===== config.mk =====
export PLATFORM = sky130hd
export DESIGN_NAME = call_mode_select
export DESIGN_NICKNAME = d
export VERILOG_FILES = /design/src/inc/call_mode_pkg.sv /design/src/call_mode_select.sv /design/src/call_timing.sv
export VERILOG_INCLUDE_DIRS = /design/src /design/src/inc
export SDC_FILE = /design/constraint.sdc
export NUM_CORES = 1
export LEC_CHECK = 0
export ABC_AREA = 1
export BUFFER_PORTS_ARGS = -buffer_cell sky130_fd_sc_hd__buf_2
export CORE_ASPECT_RATIO = 0.5
export CORE_MARGIN = 2
export CORE_UTILIZATION = 24
export CTS_BUF_LIST = sky130_fd_sc_hd__clkbuf_8 sky130_fd_sc_hd__clkbuf_16
export DETAILED_ROUTE_END_ITERATION = 12
export GPL_TIMING_DRIVEN = 0
export PLACE_DENSITY = 0.58
export SYNTH_ARGS = -nofsm -noshare
export SYNTH_HDL_FRONTEND = slang
export SYNTH_SLANG_ARGS = --single-unit

===== constraint.sdc =====
create_clock -name clk -period 3.9 [get_ports clk]
set_input_delay 0.585 -clock clk [delete_from_list [all_inputs] [get_ports clk]]
set_output_delay 0.585 -clock clk [all_outputs]
set_load 0.1 [all_outputs]

===== src/inc/call_mode_map.svh =====
// Register map, field positions, reset values and cycle counts of the call mode block.
// ----------------------------------------------------------------------------
// How it works
// - Bit 3 of the stack bank register set to 1 selects legacy call mode and 0 selects extended call mode.
// - Reset forces the mode bit to 1, so the processor starts in legacy call mode.
// - A subroutine call pushes 2 stack bytes in legacy mode and 3 in extended mode.
// - An absolute call takes 3 machine cycles in legacy mode and 4 in extended mode; a fixed-area call 2 and 3.
// - Extended jump and call exist only in extended mode, so software clears the mode bit before using them.
// - The stack bank register is written with a 4-bit memory write.
// - In both modes the stack sits in memory bank 0 or 1, as the register's lowest bit chooses.
// ----------------------------------------------------------------------------
`ifndef CALL_MODE_MAP_SVH
`define CALL_MODE_MAP_SVH
`define SBMS_OFFSET 8'h00
`define SUBCLK_OFFSET 8'h04
`define STATUS_OFFSET 8'h08
`define MODE_BIT 3
`define BANK_BIT 0
`define FEEDBACK_BIT 0
`define SBMS_RESET 4'h8
`define SUBCLK_RESET 1'b0
`define LEGACY_STACK_BYTES 2'h2
`define EXTENDED_STACK_BYTES 2'h3
`define LEGACY_ABS_CYCLES 3'h3
`define EXTENDED_ABS_CYCLES 3'h4
`define LEGACY_FIX_CYCLES 3'h2
`define EXTENDED_FIX_CYCLES 3'h3
`define EXT_JUMP_CYCLES 3'h3
`endif


===== src/inc/call_mode_pkg.sv =====
// Types shared by the call mode block.
package call_mode_pkg;
  typedef enum logic [2:0] {
    op_none,
    op_abs_call,
    op_fix_call,
    op_ext_call,
    op_ext_jump
  } call_op_t;
  typedef enum {
    st_idle,
    st_busy
  } exec_state_t;
endpackage


===== src/call_mode_select.sv =====
// Call mode select register block with AHB-Lite slave and instruction timing issue port.
`timescale 1ns/1ps
`include "call_mode_map.svh"
module call_mode_select (
  input wire logic clk,
  input wire logic sys_rst,
  input wire logic hsel,
  input wire logic [7:0] haddr,
  input wire logic [1:0] htrans,
  input wire logic hwrite,
  input wire logic [2:0] hsize,
  input wire logic [31:0] hwdata,
  input wire logic hready,
  output logic [31:0] hrdata,
  output logic hreadyout,
  output logic hresp,
  input wire logic op_valid,
  input wire call_mode_pkg::call_op_t op_code,
  output logic op_done,
  output logic op_illegal,
  output logic [1:0] op_push_bytes,
  output logic legacy_mode,
  output logic stack_bank,
  output logic subclock_feedback_disable
);
  // ----------------------------------------------------------------------------
  // State
  // ----------------------------------------------------------------------------
  typedef struct packed {
    logic wr_pend;
    logic rd_pend;
    logic [7:0] addr;
    logic [3:0] sbms;
    logic feedback;
    logic [31:0] rdata;
    call_mode_pkg::exec_state_t st;
    logic [2:0] count;
    logic mode_lat;
    logic done;
    logic illegal;
    logic [1:0] push;
  } state_t;

  state_t s_q;
  state_t s_d;
  logic [1:0] dec_push;
  logic [2:0] dec_cycles;
  logic dec_illegal;

  // The mode is sampled at issue, so a register write never changes a call already running.
  call_timing timing_u (
    .legacy_mode(s_q.sbms[`MODE_BIT]),
    .op(op_code),
    .push_bytes(dec_push),
    .cycles(dec_cycles),
    .illegal(dec_illegal)
  );

  // ----------------------------------------------------------------------------
  // Next state
  // ----------------------------------------------------------------------------
  always_comb
  begin
    s_d = s_q;
    s_d.done = 1'b0;
    s_d.wr_pend = 1'b0;
    s_d.rd_pend = 1'b0;
    if (s_q.wr_pend)
    begin
      if (s_q.addr == `SBMS_OFFSET)
      begin
        s_d.sbms = hwdata[3:0];
      end
      else if (s_q.addr == `SUBCLK_OFFSET)
      begin
        s_d.feedback = hwdata[`FEEDBACK_BIT];
      end
    end
    if (hsel && hready && htrans[1])
    begin
      s_d.addr = haddr;
      s_d.wr_pend = hwrite;
      s_d.rd_pend = !hwrite;
      s_d.rdata = 32'h0;
      if (!hwrite)
      begin
        case (haddr)
          `SBMS_OFFSET: s_d.rdata = {28'h0, s_q.sbms};
          `SUBCLK_OFFSET: s_d.rdata = {31'h0, s_q.feedback};
          `STATUS_OFFSET: s_d.rdata = {27'h0, s_q.push, s_q.mode_lat,
            s_q.st == call_mode_pkg::st_busy, s_q.illegal};
          default: s_d.rdata = 32'h0;
        endcase
      end
    end
    case (s_q.st)
      call_mode_pkg::st_idle:
      begin
        if (op_valid && op_code != call_mode_pkg::op_none)
        begin
          s_d.mode_lat = s_q.sbms[`MODE_BIT];
          s_d.illegal = dec_illegal;
          s_d.push = dec_illegal ? 2'h0 : dec_push;
          s_d.count = dec_cycles - 3'h1;
          if (dec_cycles == 3'h1 || dec_illegal)
          begin
            s_d.done = 1'b1;
          end
          else
          begin
            s_d.st = call_mode_pkg::st_busy;
          end
        end
      end
      call_mode_pkg::st_busy:
      begin
        s_d.count = s_q.count - 3'h1;
        if (s_q.count == 3'h1)
        begin
          s_d.done = 1'b1;
          s_d.st = call_mode_pkg::st_idle;
        end
      end
      default:
      begin
        s_d.st = call_mode_pkg::st_idle;
      end
    endcase
  end

  // ----------------------------------------------------------------------------
  // Registers
  // ----------------------------------------------------------------------------
  always_ff @(posedge clk or posedge sys_rst)
  begin
    if (sys_rst)
    begin
      s_q <= '0;
      s_q.sbms <= `SBMS_RESET;
      s_q.feedback <= `SUBCLK_RESET;
      s_q.mode_lat <= 1'b1;
      s_q.st <= call_mode_pkg::st_idle;
    end
    else
    begin
      s_q <= s_d;
    end
  end

  assign hrdata = s_q.rdata;
  assign hreadyout = 1'b1;
  assign hresp = 1'b0;
  assign op_done = s_q.done;
  assign op_illegal = s_q.illegal;
  assign op_push_bytes = s_q.push;
  assign legacy_mode = s_q.sbms[`MODE_BIT];
  assign stack_bank = s_q.sbms[`BANK_BIT];
  assign subclock_feedback_disable = s_q.feedback;
endmodule


===== src/call_timing.sv =====
// Per-instruction stack depth, cycle count and legality decode for the current call mode.
`timescale 1ns/1ps
`include "call_mode_map.svh"
module call_timing (
  input wire logic legacy_mode,
  input wire call_mode_pkg::call_op_t op,
  output logic [1:0] push_bytes,
  output logic [2:0] cycles,
  output logic illegal
);
  always_comb
  begin
    push_bytes = 2'h0;
    cycles = 3'h1;
    illegal = 1'b0;
    case (op)
      call_mode_pkg::op_abs_call:
      begin
        push_bytes = legacy_mode ? `LEGACY_STACK_BYTES : `EXTENDED_STACK_BYTES;
        cycles = legacy_mode ? `LEGACY_ABS_CYCLES : `EXTENDED_ABS_CYCLES;
      end
      call_mode_pkg::op_fix_call:
      begin
        push_bytes = legacy_mode ? `LEGACY_STACK_BYTES : `EXTENDED_STACK_BYTES;
        cycles = legacy_mode ? `LEGACY_FIX_CYCLES : `EXTENDED_FIX_CYCLES;
      end
      call_mode_pkg::op_ext_call:
      begin
        push_bytes = `EXTENDED_STACK_BYTES;
        cycles = `EXTENDED_ABS_CYCLES;
        illegal = legacy_mode;
      end
      call_mode_pkg::op_ext_jump:
      begin
        cycles = `EXT_JUMP_CYCLES;
        illegal = legacy_mode;
      end
      default:
      begin
        push_bytes = 2'h0;
      end
    endcase
  end
endmodule


After elaboration in Yosys (flattened, before gate mapping)
Index checks and enable logic that the tools add are counted.
{"block": "totals", "register_bits": 86, "inputBits": 54, "output_inout_bits": 41, "elab_cells": 63}
{"block": "classes", "add_sub_neg": 2, "n_eq_ne": 14, "mux": 18, "bitwise_logic": 1, "n_reduce_logical": 17}
{"operator": "2-to-1 mux 32 bit", "n": 2}
{"operator": "one-hot mux 32 bit (2 select lines)", "n": 1}
{"operator": "2-to-1 mux 40 bit", "n": 1}
{"operator": "equality test 32 x 1 -> 1 bit (second input constant)", "n": 1}
{"operator": "equality test 32 x 2 -> 1 bit (second input constant)", "n": 1}
{"operator": "zero test 32 bit", "n": 1}
{"operator": "equality test 8 x 3 -> 1 bit (second input constant)", "n": 2}
{"operator": "zero test 8 bit", "n": 2}
{"operator": "one-hot mux 5 bit (3 select lines)", "n": 1}
{"operator": "one-hot mux 3 bit (4 select lines)", "n": 1}
{"operator": "2-to-1 mux 10 bit", "n": 1}
{"operator": "equality test 3 x 1 -> 1 bit (second input constant)", "n": 3}
{"operator": "equality test 8 x 4 -> 1 bit (second input constant)", "n": 1}
{"operator": "equality test 3 x 2 -> 1 bit (second input constant)", "n": 2}
{"operator": "inequality test 2 bit (second input constant)", "n": 3}
{"operator": "one-hot mux 3 bit (2 select lines)", "n": 1}
{"operator": "AND reduction 2 bit", "n": 3}
{"operator": "AND reduction 3 bit", "n": 2}
{"operator": "subtractor 3 x 1 -> 3 bit (second input constant)", "n": 2}
{"operator": "2-to-1 mux 1 bit", "n": 5}
{"operator": "2-to-1 mux 5 bit", "n": 1}
{"operator": "one-hot mux 2 bit (2 select lines)", "n": 1}
{"operator": "OR reduction 2 bit", "n": 2}
{"operator": "equality test 3 bit (second input constant)", "n": 1}
{"operator": "other kinds (9)", "n": 11}

Depth between registers and ports, before layout
Gate-level depths: netlist of run 1.
{"block": "logic_depth", "word_depth": 7, "mapped_depth": 10, "depth_no_buf": 10}

Cells and area by module
Synthesis of run 1 repeated with hierarchy kept, for this count alone.
{"block": "hier_totals", "cells_unflattened": 241, "hier_area_um2": 1865.5}
{"module": "call_mode_select", "n_inst": 1, "cells_per_inst": 218, "area_each_um2": 1752.9, "seq_area_each_um2": 703.2}
{"module": "call_timing", "n_inst": 1, "cells_per_inst": 23, "area_each_um2": 112.6, "seq_area_each_um2": 0.0}

Worst setup path after synthesis of run 1
OpenSTA, ideal clock, no wires.
{"block": "synth_path", "path_kind": "reg-to-reg", "startpoint": "register s_q, in the netlist legacy_mode", "endpoint": "register s_q[6] (netlist bit)", "setup_ns": 0.127, "t_arrival_ns": 1.697, "t_required_ns": 3.773, "slack_ns": 2.076, "path_stages_with_launch": 7, "n_path_buf": 0, "period_less_slack_ns": 1.824, "path_cell_list": "dfstp_2 > nand2_1 > nand3_1 > o21ai_0 > ha_1 > nand2_1 > o211ai_2"}
{"block": "synth_via", "elab_chain_len": 5, "word_cells_on_any_way": 6, "classes_between": "add/sub: 1; mux: 5"}
{"item": "from (decl)", "line_no": "call_mode_select.sv:44", "text": "state_t s_q;"}
{"item": "2-to-1 mux 1 bit (no line) / 2-to-1 mux 3 bit (equally long branches)"}
{"item": "one-hot mux 3 bit (4 select lines) (*)", "line_no": "call_timing.sv:16", "text": "case (op)"}
{"item": "subtractor 3 x 1 -> 3 bit (*)", "line_no": "call_mode_select.sv:104", "text": "s_d.count = dec_cycles - 3'h1;"}
{"item": "2-to-1 mux 40 bit (*)", "line_no": "call_mode_select.sv:99", "text": "if (op_valid && op_code != call_mode_pkg::op_none)"}
{"item": "one-hot mux 3 bit (2 select lines) (*)", "line_no": "call_mode_select.sv:96", "text": "case (s_q.st)"}
Every way passes the cells marked *; elsewhere a longest branch is shown, timed or not. The select of a mux whose other input is x is not followed.
A chain may end at the register's enable or synchronous reset.

Final worst setup path of run 1
{"block": "layout_path", "startpoint": "register s_q, in the netlist legacy_mode", "endpoint": "output port legacy_mode"}
{"item": "to (decl)", "line_no": "call_mode_select.sv:22", "text": "output logic legacy_mode,"}
No word-level cell between the ends.

==> impl_results.md, run 1 <==
* I/O pin count at 95
* Pwr Density at 533 nW/µm²
* Fin cells at 391
* Synth area leaders: dfrtp_1 (35%), buf_4 (15%), nand2_1 (14%)
* Flops & latches, synth at 28
* Largest net degree at the start of global routing at 29
* DRC at 0
* CTS Buffer Depth at 2
* Vias in the first global route at 1320
* Share of flip-flops with an asynchronous set or reset at 100%
* DRT Wirelength at 3600 µm
* Ant diodes at 0
* Setup Crit Path Kind: reg2out
* IO buf count at 33
* Top-count cell post-synth: nand2_1
* Worst path depth at 1
* Post-synthesis sequential area ratio at 38.1%
* Final setup vio count at 0
* Max incr delay on CP at 590 ps
* Total Die Area at 8460 µm²
* Row Count at 22
* Int Power at 689 µW
* Via density at 3.68
* Crit path max-delay family: flip-flops
* Place WS at 2100 ps
* Max-cap viol count at 0
* Total grt overflow at 0
* Yosys top cell by area: dfrtp_1
* Die Width at 128 µm
* Clock Latency Late Sink at 270 ps
* CTS buffer count at 3
* Buf+Inv Stages, Crit Path at 1
* Logic pwr share at 41.8%
* Critical Path Start: legacy_mode
* Final Hold Fails at 0
* Mean Syn Cell Area at 8.00 µm²
* Synth Instances at 231
* Placed insts at 387
* Die height at 66.1 µm
* Part of the cycle the worst path needs at 48.1%
* Top_reg_cell synth: dfrtp_1
* Status: finished, final reports clean
* Pwr Total at 1.25 mW
* Core ar. at 7400 µm²
* Post-DP HPWL at 2960 µm
* Antenna Nets Post-Route at 0
* Critical R2R Launch: legacy_mode
* Startpoint Class: flip-flop
* Hold EP: s_q[4]
* Switching power at 559 µW
* Period minus WS final at 1880 ps
* Post-synthesis cell area at 1850 µm²
* Share of cells above drive strength 1 at 34.6%
* Leakage at 1.31 nW
* Worst-margin pin slew at 1060 ps
* R2R setup slack at 2370 ps
* CP max FO at 6
* GRT Overall Usage at 8.93%
* RSZ-0062 raised after global routing: no
* Synth top area share at 35.2%
* Slowest cell on crit path: dfstp_2
* 1st-iter DRT viols at 25
* Drt pass-1 iters at 4
* Number of enable flip-flop cells after synthesis at 0
* Crit path DAT at 1290 ps
* First-pass GRT wire length at 5860 µm
* Initial Util at 25.0%
* # clock sinks at 28
* Clk slew on worst S/H paths at 70 ps
* Synth warn at 0
* WHS Path Cells at 2
* Hold Path Class: reg2reg
* Hold_buf cts at 0
* Final GP Congestion at 0.735
* Worst Path Required at 3310 ps
* Netlist cell types at 27
* Via count at 1439
* Reg2reg end: s_q[6]
* WL per Instance at 9.19 µm
* CTS tree: built
* CP Cell Sequence: buf_2
* Root buffer cell: clkbuf_16
* Setup TNS at 0 ps
* Worst hold start: s_q[4]
* Initial antenna violation count at 0
* Seq pwr share at 33.7%
* Resize count post-CTS at 0
* Max-slew violation count at 0
* Area delta synth->final at 26.6%
* Fin worst setup slack at 2020 ps
* Fin nets at 354
* Clk_skew at 6.51 ps
* Clk pwr share at 24.5%
* Fmax at 533 MHz
* Top cells by count, synth: nand2_1 (67), buf_4 (37), dfrtp_1 (26), inv_1 (21), nand3_1 (15)
* Postcts setup bufs at 0
* Maximum VDD drop at 0.236 mV
* CTS H-tree lvls at 1
* Max_slew headroom at 29.5%
* Worst Reg-to-Reg Cells at 6
* CP endpoint kind: primary output
* Switch share at 44.8%
[cell usage in the layout (no fill, tap or decap), drive strengths merged]
cell type,n
nor2,20
xor2,1
nand2,71
and3,1
conb,29
ha,4
inv,27
o21ai,17
xnor2,1
o211ai,3
clkbuf,3
bufinv,1
buf,71
dfstp,2
nand4,2
dfrtp,26
nand3,15
nor3,1
[through the flow]
step | utilization (%) | cell area [µm²] | hold WS (ps)
after detailed placement | 30.2 | 2230 | 471
final | 31.6 | 2340 | 481
after global placement | 30.2 | 2230 | 469
after floorplan | - | 1950 | 450
after global routing | 31.6 | 2340 | 502
after CTS | 31.6 | 2340 | 482
[area by class of cell]
type                       instances  area [µm²]
fill                             800        5060
multi-input combinational        165         851
sequential                        28         703
buffer                            38         289
timing repair buffer              33         165
tap                               96         120
inverter                          27         106
clock buffer                       3        75.1
clock inverter                     1        30.0
[per-layer routing]
layer  vias to the layer above  wire length, µm  global-route usage (%)
met3                         4              194                    2.91
met2                        29             1610                    15.2
met4                         0               53                    3.30
met1                       629             1740                    10.7
li1                        777                -                       -
met5                         -                0                       0
[worst max-delay path by stage]
stage,to,slack [ps]
6_report,legacy_mode,2020
4_1_cts,legacy_mode,2000
3_5_place_dp,s_q[6],2100
5_1_grt,legacy_mode,1980
2_1_floorplan,s_q[6],2080
3_3_place_gp,s_q[6],2130
[power by group through the flow]
stage	clock network (mW)	logic (mW)	registers, mW
6_report	0.306	0.522	0.420
2_1_floorplan	0	0.363	0.506
5_1_grt	0.322	0.564	0.428
3_3_place_gp	0	0.519	0.425
4_1_cts	0.313	0.527	0.420
3_5_place_dp	0	0.526	0.426
[flip-flops by register name, indices dropped and copies added (netlist names)]
| signal | cells |
|---|---|
| stack_bank | 1 |
| op_push_bytes | 2 |
| legacy_mode | 1 |
| subclock_feedback_disable | 1 |
| hrdata | 5 |
| op_illegal | 1 |
| s_q | 16 |
| op_done | 1 |
[logic make-up after synthesis]
group	count (synthesis)	share of synthesized area, %
compound gates	20	7.52
xor+xnor	2	0.948
fa+ha+maj	4	2.71
buf+inv	65	21.4
flops	28	38.0
other cells	2	0.406
simple gates	110	29.0
Power figures use the tool's default switching activity.
==> run 2, diff against run 1 <==
--- a/config.mk
+++ b/config.mk
@@ -14,7 +14,7 @@
 export CTS_BUF_LIST = sky130_fd_sc_hd__clkbuf_8 sky130_fd_sc_hd__clkbuf_16
 export DETAILED_ROUTE_END_ITERATION = 12
 export GPL_TIMING_DRIVEN = 0
-export PLACE_DENSITY = 0.58
+export PLACE_DENSITY = 0.59
 export SYNTH_ARGS = -nofsm -noshare
 export SYNTH_HDL_FRONTEND = slang
 export SYNTH_SLANG_ARGS = --single-unit
==> constraint.sdc (replaced) <==
create_clock -name clk -period 1.62 [get_ports clk]
set_input_delay 0.243 -clock clk [delete_from_list [all_inputs] [get_ports clk]]
set_output_delay 0.243 -clock clk [all_outputs]
set_load 0.1 [all_outputs]
==> impl_results.md, run 2 (synthesized netlist as in run 1, its figures left out) <==
* Status: finished, final reports clean (unchanged)
* Int Power at 1.55 mW (was 689 µW)
* Max_slew headroom at 28.6% (was 29.5%)
* Crit path DAT at 1270 ps (was 1290 ps)
* # clock sinks at 28 (unchanged)
* Hold Path Class: in2reg (was reg2reg)
* Initial antenna violation count at 0 (unchanged)
* Core ar. at 7400 µm² (unchanged)
* Share of cells above drive strength 1 at 35.9% (was 34.6%)
* I/O pin count at 95 (unchanged)
* Post-DP HPWL at 2970 µm (was 2960 µm)
* Via density at 3.76 (was 3.68)
* Switch share at 46.0% (was 44.8%)
* RSZ-0062 raised after global routing: no (unchanged)
* Most common cell after layout, fill and taps aside: nand2_1 (unchanged)
* Largest net degree at the start of global routing at 29 (unchanged)
* WL per Instance at 9.14 µm (was 9.19 µm)
* Period minus WS final at 1520 ps
* Max incr delay on CP at 670 ps (was 590 ps)
* Worst-margin pin slew at 1070 ps (was 1060 ps)
* GRT Overall Usage at 8.88% (was 8.93%)
* Clk pwr share at 20.9% (was 24.5%)
* Via count at 1471 (was 1439)
* CP Cell Sequence: clkbuf_4 (was buf_2)
* Hold_buf cts at 0 (unchanged)
* Critical Path Start: legacy_mode (unchanged)
* Part of the cycle the worst path needs at 93.5%
* CTS tree: built (unchanged)
* CP endpoint: legacy_mode (unchanged)
* Clock Latency Late Sink at 260 ps (was 270 ps)
* Number of flip-flops in the largest register at 16 (unchanged)
* Clk_skew at 2.26 ps (was 6.51 ps)
* Worst Reg-to-Reg Cells at 7 (was 6)
* Worst path depth at 1 (unchanged)
* Fmax at 660 MHz
* Root buffer cell: clkbuf_16 (unchanged)
* WHS Path Cells at 3 (was 2)
* Fin nets at 354 (unchanged)
* Logic pwr share at 43.7% (was 41.8%)
* CP endpoint kind: primary output (unchanged)
* Critical R2R Launch: legacy_mode (unchanged)
* Reg2reg end: s_q[7] (was s_q[6])
* CP max FO at 6 (unchanged)
* IO buf count at 33 (unchanged)
* Startpoint Class: flip-flop (unchanged)
* Total grt overflow at 0 (unchanged)
* Die Width at 128 µm (unchanged)
* Antenna Nets Post-Route at 0 (unchanged)
* Pwr Density at 1220 nW/µm² (was 533 nW/µm²)
* Initial Util at 25.0% (unchanged)
* Worst Path Required at 1380 ps (was 3310 ps)
* Final setup vio count at 0 (unchanged)
* Biggest register: s_q (unchanged)
* Max-cap viol count at 0 (unchanged)
* DRT Wirelength at 3570 µm (was 3600 µm)
* Area delta synth->final at 27.4% (was 26.6%)
* Crit path max-delay family: flip-flops (unchanged)
* Slowest cell on crit path: dfstp_4 (was dfstp_2)
* Final Hold Fails at 0 (unchanged)
* Buf+Inv Stages, Crit Path at 1 (unchanged)
* DRC at 0 (unchanged)
* Hold WS at 180 ps (was 481 ps)
* Max-slew violation count at 0 (unchanged)
* CTS Buffer Depth at 2 (unchanged)
* Vias in the first global route at 1371 (was 1320)
* Row Count at 22 (unchanged)
* First-pass GRT wire length at 5910 µm (was 5860 µm)
* Leakage at 1.31 nW (about the same)
* Postcts setup bufs at 0 (unchanged)
* CTS buffer count at 3 (unchanged)
* Final GP Congestion at 0.783 (was 0.735)
* Switching power at 1.32 mW (was 559 µW)
* Seq pwr share at 35.4% (was 33.7%)
* Ant diodes at 0 (unchanged)
* CTS H-tree lvls at 1 (unchanged)
* Drt pass-1 iters at 4 (unchanged)
* Setup Crit Path Kind: reg2out (unchanged)
* R2R setup slack at 130 ps (was 2370 ps)
* Commonest non-fill, non-tap cells in the layout: nand2_1 (66), buf_4 (37), buf_2 (32), conb_1 (29), dfrtp_1 (26) (was nand2_1 (67), buf_4 (37), buf_2 (33), conb_1 (29), dfrtp_1 (26))
* Total Die Area at 8460 µm² (unchanged)
* Die height at 66.1 µm (unchanged)
* 1st-iter DRT viols at 27 (was 25)
* Maximum VDD drop at 0.433 mV (was 0.236 mV)
* Clk slew on worst S/H paths at 70 ps (about the same)
* Resize count post-CTS at 0 (unchanged)
* Setup TNS at 0 ps (unchanged)
-- run 2: changes by cell type in the layout (fill, tap and decap cells not counted), sizes merged --
| cell | previous run | this run |
|---|---|---|
| buf | 71 | 70 |
| bufinv | 1 | 0 |
| clkbuf | 3 | 5 |
-- run 2: final cells by class --
type,instances,area [µm²]
fill,811,5050
buffer,38,289
timing repair buffer,33,168
tap,96,120
sequential,28,707
multi-input combinational,165,876
inverter,27,106
clock buffer,4,88.8
-- run 2: through the flow --
stage	worst slack (ps)	utilization, %	power (mW)	instance area, µm²	std cells
5_1_grt	14.2	31.8	3.07	2350	391
3_5_place_dp	64.0	30.4	2.29	2250	387
2_1_floorplan	-31.8	-	2.10	1970	258
3_3_place_gp	51.4	30.4	2.28	2250	387
6_report	105	31.8	2.88	2350	391
4_1_cts	1.61	31.6	2.91	2340	391
-- run 2: how the worst min path moves through the flow --
stage	start	endpoint	slack [ps]
after floorplan	sys_rst	hrdata[0]	310
after global placement	hwdata[1]	s_q[74]	450
after detailed placement	hwdata[2]	s_q[75]	460
after CTS	hwdata[2]	s_q[75]	180
after global routing	hwdata[1]	s_q[74]	190
final	hwdata[2]	s_q[75]	180
-- run 2: power groups by stage --
stage / Sequential [mW] / Combinational (mW) / Clock (mW)
floorplan: 1.23 / 0.876 / 0
global placement: 1.03 / 1.25 / 0
detailed placement: 1.03 / 1.26 / 0
CTS: 1.02 / 1.26 / 0.627
global route: 1.04 / 1.38 / 0.654
finish: 1.02 / 1.26 / 0.602
-- run 2: worst reg2reg max path, delay by kind of cell (launching register included) --
kind            cells  cell delay (ps)
flops               1              670
simple gates        4              300
fa+ha+maj           1              210
xor+xnor            1              120
compound gates      1               70
-- run 2: layer usage --
| layer | track usage [%] | vias up | wire, µm |
|---|---|---|---|
| met2 | 14.9 | 36 | 1620 |
| li1 | - | 779 | - |
| met1 | 11.0 | 654 | 1680 |
| met5 | 0 | - | 0 |
| met4 | 3.02 | 0 | 37 |
| met3 | 2.67 | 2 | 236 |
